===== src/logic/rwdt_pkg.sv =====
// package: register map, field layout, codes and timing counts of the runaway watchdog
package rwdt_pkg;

  // register byte offsets
  localparam logic [7:0] OFS_MODE = 8'h00;
  localparam logic [7:0] OFS_CMD = 8'h04;
  localparam logic [7:0] OFS_FLAG = 8'h08;

  // mode register field positions
  localparam int MODE_EN_BIT = 7;
  localparam int MODE_PER_LSB = 4;
  localparam int MODE_PER_MSB = 6;
  localparam int MODE_RSV_BIT = 2;
  localparam int MODE_ACT_BIT = 1;
  localparam int MODE_ZERO_BIT = 0;

  // flag register field position
  localparam int FLAG_LOCK_BIT = 0;

  // reset values
  localparam logic RST_EN = 1'b1;
  localparam logic [2:0] RST_PER = 3'h0;
  localparam logic RST_ACT = 1'b1;
  localparam logic RST_RSV = 1'b0;
  localparam logic RST_ZERO = 1'b0;

  // command codes
  localparam logic [7:0] CODE_DISABLE = 8'hB1;
  localparam logic [7:0] CODE_CLEAR = 8'h4E;

  // period select: exponent of code 000, step per code, highest legal code
  localparam int unsigned PER_EXP_BASE = 15;
  localparam logic [5:0] PER_EXP_STEP = 6'h02;
  localparam logic [2:0] PER_MAX_CODE = 3'h5;

  // overflow action encodings
  localparam logic ACT_NMI = 1'b0;
  localparam logic ACT_RESET = 1'b1;

  // timing counts in clock cycles (125 MHz)
  localparam int CNT_W = 26;
  localparam logic [5:0] RESET_HOLD_CYCLES = 6'h20;
  localparam logic [1:0] LOCK_CYCLES = 2'h2;

  // register bus request
  typedef struct packed {
    logic [7:0] addr;
    logic [31:0] wdata;
    logic wr;
    logic rd;
  } rwdt_bus_req_s;

  // outputs towards the interrupt and reset logic and the pin
  typedef struct packed {
    logic timeout_interrupt;
    logic timeout_out_n;
    logic chip_reset_req;
  } rwdt_evt_s;

  // whole state of the watchdog core
  typedef struct packed {
    logic en;
    logic [2:0] period;
    logic rsv;
    logic zero;
    logic action;
    logic run;
    logic [CNT_W-1:0] cnt;
    logic out_n;
    logic nmi;
    logic [5:0] rst_cnt;
    logic [1:0] lock_cnt;
    logic lock_mode;
    logic [31:0] rdata;
  } rwdt_state_s;

  // state of a two-stage synchroniser
  typedef struct packed {
    logic meta;
    logic sync;
  } rwdt_sync_s;

endpackage


===== src/logic/rwdt_sync.sv =====
// two flip-flop synchroniser for a level from outside the clock domain
module rwdt_sync (
  // clock and reset
  input wire logic clock,
  input wire logic rst,
  // level in and out
  input wire logic async_in,
  output logic sync_out
);
  import rwdt_pkg::*;

  rwdt_sync_s state_q;
  rwdt_sync_s state_d;

  // the first stage feeds only the second stage
  always_comb begin
    state_d = state_q;
    state_d.meta = async_in;
    state_d.sync = state_q.meta;
  end

  always_ff @(posedge clock) begin
    if (rst) begin
      state_q <= '0;
    end else begin
      state_q <= state_d;
    end
  end

  assign sync_out = state_q.sync;

endmodule


===== src/logic/rwdt_top.sv =====
// runaway watchdog timer: register slave, binary counter, overflow response
// Summary of operation
// - flag bit 0 reads 1 while mode or command writes are refused, else 0
// - timeout is a binary up-counter stepped by the system clock
// - three-bit period select picks 2^15 to 2^25 cycles in steps of two
// - on expiry drive the output pin low and raise the timeout interrupt or the chip reset request
// - action 0: overflow gives an interrupt request and pin low together
// - clear code 0x4E returns the output pin high
// - action 1: overflow requests chip reset held for 32 clock cycles
// - counting starts right after reset with no software action
// - counter holds while the processor is in debug mode
// - disable: clear enable, then write 0xB1; stops and clears the counter
// - mode then command writes back to back are accepted for disabling
// - clear code 0x4E zeroes the counter and counting restarts at once
// - period code 011 means 2^21 cycles
// - codes 000..101 give 2^15..2^25; 110 and 111 are reserved
// - action bit selects interrupt (0) or chip reset (1); resets to 1
// - setting enable to 1 restarts a disabled watchdog; enable resets to 1
module rwdt_top #(
  parameter int unsigned EXP_BASE = rwdt_pkg::PER_EXP_BASE
) (
  // clock and reset
  input wire logic clock,
  input wire logic rst,
  // register bus
  input rwdt_pkg::rwdt_bus_req_s bus_req,
  output logic [31:0] bus_rdata,
  // debug status from the processor, asynchronous
  input wire logic debug_mode,
  // overflow responses
  output rwdt_pkg::rwdt_evt_s evt
);
  import rwdt_pkg::*;

  rwdt_state_s state_q;
  rwdt_state_s state_d;
  logic dbg_sync;

  // bus decode
  logic sel_mode;
  logic sel_cmd;
  logic sel_flag;
  logic locked;
  logic wr_mode_ok;
  logic wr_cmd_ok;
  logic [7:0] cmd_code;
  logic cmd_clear;
  logic cmd_disable;

  // counter decode
  logic [2:0] per_code;
  logic [5:0] per_exp;
  logic [CNT_W-1:0] per_last;
  logic counting;
  logic expire;
  logic [31:0] rd_value;

  rwdt_sync u_dbg_sync (
    .clock(clock),
    .rst(rst),
    .async_in(debug_mode),
    .sync_out(dbg_sync)
  );

  // address decode of the three words
  assign sel_mode = (bus_req.addr == OFS_MODE);
  assign sel_cmd = (bus_req.addr == OFS_CMD);
  assign sel_flag = (bus_req.addr == OFS_FLAG);

  // a write reaches the counter at the next edge, then blocks further writes for two cycles, except commands after a mode write
  assign locked = (state_q.lock_cnt != 2'h0);

  // mode writes need a clear flag; a command write may chase a mode write
  assign wr_mode_ok = bus_req.wr && sel_mode && !locked;
  assign wr_cmd_ok = bus_req.wr && sel_cmd && (!locked || state_q.lock_mode);

  // command decode, any other value only starts the lock countdown
  assign cmd_code = bus_req.wdata[7:0];
  assign cmd_clear = wr_cmd_ok && (cmd_code == CODE_CLEAR);
  assign cmd_disable = wr_cmd_ok && (cmd_code == CODE_DISABLE) && !state_q.en;

  // reserved period codes run at the longest period rather than at random
  assign per_code = (state_q.period > PER_MAX_CODE) ? PER_MAX_CODE : state_q.period;

  // exponent is base plus two per code step, 011 lands on 2^21
  assign per_exp = 6'(EXP_BASE) + (PER_EXP_STEP * {3'h0, per_code});
  assign per_last = (CNT_W'(1) << per_exp) - CNT_W'(1);

  // counter runs from reset, frozen under debug
  assign counting = state_q.run && !dbg_sync;
  assign expire = counting && (state_q.cnt == per_last);

  // read mux, unused bits read as zero
  always_comb begin
    rd_value = 32'h0000_0000;
    if (sel_mode) begin
      rd_value[MODE_EN_BIT] = state_q.en;
      rd_value[MODE_PER_MSB:MODE_PER_LSB] = state_q.period;
      rd_value[MODE_RSV_BIT] = state_q.rsv;
      rd_value[MODE_ACT_BIT] = state_q.action;
      rd_value[MODE_ZERO_BIT] = state_q.zero;
    end else if (sel_flag) begin
      rd_value[FLAG_LOCK_BIT] = locked;
    end
  end

  // next state
  always_comb begin
    state_d = state_q;

    // one-cycle interrupt request drops by default
    state_d.nmi = 1'b0;

    // read data only in the cycle after the strobe
    state_d.rdata = bus_req.rd ? rd_value : 32'h0000_0000;

    // lock countdown
    if (state_q.lock_cnt != 2'h0) begin
      state_d.lock_cnt = state_q.lock_cnt - 2'h1;
    end
    if (state_q.lock_cnt == 2'h1) begin
      state_d.lock_mode = 1'b0;
    end

    // mode register write
    if (wr_mode_ok) begin
      state_d.en = bus_req.wdata[MODE_EN_BIT];
      state_d.period = bus_req.wdata[MODE_PER_MSB:MODE_PER_LSB];
      state_d.rsv = bus_req.wdata[MODE_RSV_BIT];
      state_d.zero = bus_req.wdata[MODE_ZERO_BIT];
      state_d.action = bus_req.wdata[MODE_ACT_BIT];
      state_d.lock_cnt = LOCK_CYCLES;
      state_d.lock_mode = 1'b1;
      if (bus_req.wdata[MODE_EN_BIT]) begin
        state_d.run = 1'b1;
      end
    end

    // command write of any value occupies the transfer path
    if (wr_cmd_ok) begin
      state_d.lock_cnt = LOCK_CYCLES;
      state_d.lock_mode = 1'b0;
    end

    // binary up-counter
    if (counting) begin
      state_d.cnt = state_q.cnt + CNT_W'(1);
    end

    // overflow wraps the counter and triggers the chosen response
    if (expire) begin
      state_d.cnt = '0;
      state_d.out_n = 1'b0;
      if (state_q.action == ACT_NMI) begin
        state_d.nmi = 1'b1;
      end else begin
        state_d.rst_cnt = RESET_HOLD_CYCLES;
      end
    end else if (state_q.rst_cnt != 6'h00) begin
      state_d.rst_cnt = state_q.rst_cnt - 6'h01;
    end

    // clear code restarts the count; a same-cycle overflow still drops the pin
    if (cmd_clear) begin
      state_d.cnt = '0;
      if (!expire) begin
        state_d.out_n = 1'b1;
      end
    end

    // disable only after enable was already cleared
    if (cmd_disable) begin
      state_d.run = 1'b0;
      state_d.cnt = '0;
    end
  end

  // registers
  always_ff @(posedge clock) begin
    if (rst) begin
      state_q <= '0;
      state_q.en <= RST_EN;
      state_q.period <= RST_PER;
      state_q.rsv <= RST_RSV;
      state_q.zero <= RST_ZERO;
      state_q.action <= RST_ACT;
      state_q.run <= 1'b1;
      state_q.out_n <= 1'b1;
    end else begin
      state_q <= state_d;
    end
  end

  // outputs straight from flip-flops, chip reset request decoded from the hold count
  assign bus_rdata = state_q.rdata;
  assign evt.timeout_interrupt = state_q.nmi;
  assign evt.timeout_out_n = state_q.out_n;
  assign evt.chip_reset_req = (state_q.rst_cnt != 6'h00);

endmodule


===== config.mk =====
export PLATFORM = sky130hd
export DESIGN_NAME = rwdt_top
export DESIGN_NICKNAME = d
export VERILOG_FILES = /design/src/logic/rwdt_pkg.sv /design/src/logic/rwdt_sync.sv /design/src/logic/rwdt_top.sv
export SDC_FILE = /design/constraint.sdc
export NUM_CORES = 1
export LEC_CHECK = 0
export ABC_AREA = 0
export BUFFER_PORTS_ARGS = -buffer_cell sky130_fd_sc_hd__buf_2
export CORE_MARGIN = 4
export CORE_UTILIZATION = 45
export DETAILED_ROUTE_END_ITERATION = 12
export PLACE_DENSITY = 0.72
export SYNTH_ARGS = -nofsm -noshare
export SYNTH_HDL_FRONTEND = slang
export SYNTH_SLANG_ARGS = --single-unit

===== constraint.sdc =====
create_clock -name clock -period 6.1 [get_ports clock]
set_input_delay 0.305 -clock clock [delete_from_list [all_inputs] [get_ports clock]]
set_output_delay 0.305 -clock clock [all_outputs]
set_load 0.03 [all_outputs]

-- Word-level counts from Yosys, hierarchy flattened
Index checks and enable logic that the tools add are counted.
- flip-flop bits (word level): 79
- output and inout bits: 35
- logic and storage cells: 82
- $add $sub $neg: 5
- order comparisons: 1
- equality and inequality tests: 7
- shifts and indexed selects: 1
- muxes and demuxes: 18
- bitwise operators: 3
- reduce and logical (&&, ||, !) cells: 29
- operator list (kind ; number):
    $mux W27 ; 2
    $mux W28 ; 1
    $add A26 B1 Y26 const B ; 1
    $eq A26 B26 Y1 ; 1
    $mux W26 ; 1
    $shl A1 B5 Y26 const A ; 1
    $sub A26 B2 Y26 const B ; 1
    $mux W6 ; 3
    $reduce_bool A2 Y1 ; 5
    $logic_and A1 B1 Y1 ; 9
    $mux W3 ; 3
    $eq A8 B3 Y1 const B ; 1
    $eq A8 B4 Y1 const B ; 1
    $eq A8 B7 Y1 const B ; 1
    $eq A8 B8 Y1 const B ; 1
    $logic_not A8 Y1 ; 1
    $mux W1 ; 7
    $reduce_bool A6 Y1 ; 1
    $reduce_or A2 Y1 ; 3
    $reduce_or A3 Y1 ; 2
    $sub A6 B1 Y6 const B ; 1
    $add A4 B4 Y5 const A ; 1
    $reduce_and A2 Y1 ; 2
    $reduce_or A4 Y1 ; 1
    other kinds (9) ; 13

-- Depth between registers and ports, before layout
- depth after elaboration: 11
- mapped depth: 9
- depth with buffers taken out: 7

-- Modules after synthesis
From an unflattened synthesis, not the netlist that was laid out.
- cell total of the unflattened synthesis: 315
- area, all modules: 2761.4 µm²
- by module, submodules not included (module ; instances ; cells each ; area each (µm²)):
    rwdt_top ; 1 ; 311 ; 2708.8
    rwdt_sync ; 1 ; 4 ; 52.6

-- Least setup slack after synthesis
No wires, ideal clock.
- path type: input to register
- from: input bus_req[4] (netlist name)
- to: register state_q[43] (netlist name)
- setup time: 132 ps
- data arrival time: 2183 ps
- slack: 3785 ps
- stages: 5
- cells stage by stage: or4b_2 or4_1 o21ai_1 clkbuf_1 nor3_1
- longest elaborated chain between the ends: 4
- elaborated cells on any way between the ends: 6
- classes of those cells: eq/ne: 2; reduce/logical: 4
- RTL lines (element ; RTL line ; RTL):
    from (decl) ; rwdt_top.sv:26 ; input rwdt_pkg::rwdt_bus_req_s bus_req,
    $eq A8 B8 Y1 ; rwdt_top.sv:80 ; assign cmd_disable = wr_cmd_ok && (cmd_code == CODE_DISABLE) && !state_q.en;
    $logic_and A1 B1 Y1 (2 in series) ; rwdt_top.sv:80 ;
    $reduce_or A4 Y1 (no line) (*) ; n/a ;
    to (signal assigned) ; rwdt_top.sv:190 ; state_q <= state_d;
    to (decl) ; rwdt_top.sv:35 ; rwdt_state_s state_q;
Every way passes the cells marked *; elsewhere a longest branch is shown, timed or not.
A chain may end at the register's enable or synchronous reset.

-- Final worst setup path
- from: register state_q[49] (netlist name)
- to: register state_q[39] (netlist name)
- longest elaborated chain between the ends: 4
- elaborated cells on any way between the ends: 6
- classes of those cells: eq/ne: 2; mux: 1; reduce/logical: 3
- RTL lines (element ; RTL line ; RTL):
    $eq A26 B26 Y1 (*) ; rwdt_top.sv:91 ; assign expire = counting && (state_q.cnt == per_last);
    $logic_and A1 B1 Y1 (*) ; rwdt_top.sv:91 ;
    $ne A2 B2 Y1 (no line) or $reduce_bool A2 Y1 (tied branches) ; n/a ;
    $reduce_and A2 Y1 (no line) ; n/a ;
Marked as above.

==> results by group <==
STA
  – Worst rel slew slack: 57.8%
  – RSZ-0062 raised after global routing: no
  – Period Utilization, post-route: 46.5%
  – Worst-margin pin slew: 0.629 ns
  – Slew Limit Fails: 0
  – Fin Clk Skew: 0.0164 ns
  – Total negative slack: 0 ns
  – Fin. Hold Viols: 0
  – Count of final setup violators: 0
  – Fin crit period: 2.84 ns
  – Max Freq: 0.353 GHz

Final layout
  – Area Growth Syn to Fin: 3.51%
  – Final cell count without fillers: 416
  – Nets@finish: 388
  – ANT cells: 0
  – Share of layout cells above drive strength 1: 14.1%
  – Most frequent cells in the layout: dfxtp_1, nor3_1, buf_2
  – Commonest non-fill, non-tap cell in the layout: dfxtp_1

Critical path
  – Arr. time, crit path: 3.08 ns
  – CP startpoint kind: flip-flop
  – Worst Path Buf+Inv: 1
  – Crit path max-delay family: simple AND/OR/NAND/NOR gates
  – FF-to-FF setup slack: 3.26 ns
  – Worst-case reg-to-reg path depth: 6
  – Crit-path max FO: 25
  – CP max stage cell: or4_4
  – Worst path required time: 6.34 ns
  – WP depth: 6
  – CP endpoint kind: flip-flop
  – CP Cell Sequence: nand4_1 > or4_4 > nor4_4 > and2_1 > buf_4 > a41o_1
  – CP peak stage delay: 0.64 ns
  – Crit Path Category: reg -> reg

Synthesis
  – Sequential fraction of the synthesis area: 37.9%
  – Simple-Gate Fraction of Synth Area: 28.7%
  – Mux cell area share after synthesis: 2.11%
  – Cell count after synthesis: 324
  – Synth cell types: 51
  – Post-synth EDFFs: 0
  – Ys async rst share: 0%
  – Syn Std Cell Area: 2850 µm²
  – Largest family of logic cells by synthesized area: simple AND/OR/NAND/NOR gates
  – Dominant synthesized flop cell: dfxtp_1
  – Synth warn: 0
  – Post-Synth Adder-Cell Area: 1.32%
  – FF+latch count, synth: 54
  – Synth Area per Inst: 8.80 µm²
  – Synth Area in Compound Gates: 8.68%
  – Post-synthesis xor/xnor area fraction: 7.68%

Clocking
  – Htree depth: 2
  – Hold_buf cts: 0
  – CTS tree: yes
  – Clock transition at path regs: 0.10 ns
  – Clock buffer depth: 2
  – Clock root buffer: clkbuf_8
  – PostCTS Resize Cnt: 0
  – Clk_lat worst skew: 0.31 ns
  – Clock Sinks: 54
  – Setup bufs post-CTS: 0
  – TritonCTS buffer count: 5

Floorplanning
  – Die height: 87.6 µm
  – Initial Util: 47.3%
  – Core ar.: 6030 µm²
  – Die width: 87.6 µm
  – FP Rows: 28
  – Die ar.: 7680 µm²
  – Ports: 80

Routing
  – First-pass iteration count of the detailed router: 4
  – Wirelength per Cell: 13.1 µm
  – Via count: 2,238
  – Via/cell ratio: 5.38
  – Drt initial violations: 93
  – Drt drc: 0
  – Final WL: 5.46 mm
  – Detail Route Antenna Nets: 0

Power
  – VDD IR max: 0.000162 V
  – Pwr dens: 250 nW/µm²
  – Leakage: 1.19 nW

GRT
  – Initial antenna violation count: 0
  – First-pass GRT wire length: 9.51 mm
  – Vias in the first global route: 2,113
  – Pin count of the biggest net entering global routing: 27
  – Remaining Overflow, GRT: 0
  – Total Routing Usage GR: 15.2%

Run status
  – Status: finished clean

Place
  – Placed insts: 408
  – IO Port Bufs: 30
  – Routability cong.: 0.798
  – HPWL after detailed placement: 3.98 mm

Worst hold path
  – Hold Crit Depth: 2
  – Hold Path Class: in -> reg

Flow run
  – Max_cap viols: 0
==> synthesized netlist by cell type (3+ instances only) <==
master / n / area share, %
a22oi_1: 6 / 1.6
a41o_1: 5 / 1.8
and2_1: 7 / 1.5
and3_1: 3 / 0.66
buf_4: 36 / 9.5
clkbuf_1: 7 / 0.92
dfxtp_1: 54 / 38
ha_1: 3 / 1.3
inv_1: 11 / 1.4
mux2i_1: 6 / 2.1
nand2_1: 10 / 1.3
nand3_1: 17 / 3.0
nand3b_1: 4 / 1.1
nand4_1: 9 / 2.0
nor2_1: 16 / 2.1
nor2b_1: 7 / 1.5
nor3_1: 37 / 6.5
nor3b_1: 3 / 0.79
nor4_1: 8 / 1.8
o21ai_0: 7 / 1.2
or3_1: 5 / 1.1
xnor2_1: 16 / 4.9
xor2_1: 9 / 2.8
==> path summary, 6_finish.rpt <==
kind / startpoint / endpoint
setup / recovery: state_q[49] / state_q[39]
hold / removal: debug_mode / u_dbg_sync.state_d[0]
setup reg to reg: state_q[49] / state_q[39]
hold reg to reg: u_dbg_sync.state_d[0] / u_dbg_sync.sync_out
==> area by class of cell <==
type / count / area (µm²)
fillers: 576 / 3070
multi-input cells: 235 / 1480
flip-flops and latches: 54 / 1080
repair buffers: 32 / 165
well taps: 75 / 93.8
clock buffers: 5 / 68.8
inverters: 12 / 45.0
clock inverters: 3 / 21.3
==> worst reg2reg max path, stage by stage, from the launching register on <==
cell	delay, ns
dfxtp_1	0.42
nand4_1	0.24
or4_4	0.64
nor4_4	0.52
and2_1	0.40
buf_4	0.35
a41o_1	0.21
==> cell families after synthesis <==
family / Yosys count
flip-flops: 54
AND/OR/NAND/NOR: 142
adder cells (fa/ha/maj): 3
XOR/XNOR: 25
other: 1
AO/OA/AOI/OAI: 34
buffers and inverters: 59
multiplexers: 6
==> report_power, final <==
part,internal [W],switching (W)
clock network,0.0000808,0.000115
logic,0.0000627,0.0000894
registers,0.000370,0.0000188
total,0.000514,0.000223
==> sequential cells by signal, indices dropped and copies added (netlist names) <==
signal,count
state_q,43
bus_rdata,7
evt,2
u_dbg_sync.state_d,1
u_dbg_sync.sync_out,1
==> per-layer routing <==
layer	part of all wire, %	global-route usage [%]	vias up
met5	0	0	-
met4	1.4	4.88	0
met3	3.7	2.92	9
met2	49	26.2	41
met1	46	19.1	1059
li1	-	-	1129
==> per-stage QoR <==
stage	utilization (%)	worst slack [ns]	power (W)	instance area [µm²]	hold WS, ns
CTS	49.0	3.24	0.000744	2950	0.222
global placement	47.5	3.29	0.000541	2860	0.445
detailed placement	47.5	3.25	0.000548	2860	0.446
global route	49.0	3.01	0.000780	2950	0.235
floorplan	-	3.79	0.000526	2940	0.377
finish	49.0	3.26	0.000737	2950	0.225
(Power assumes the default switching activity.)
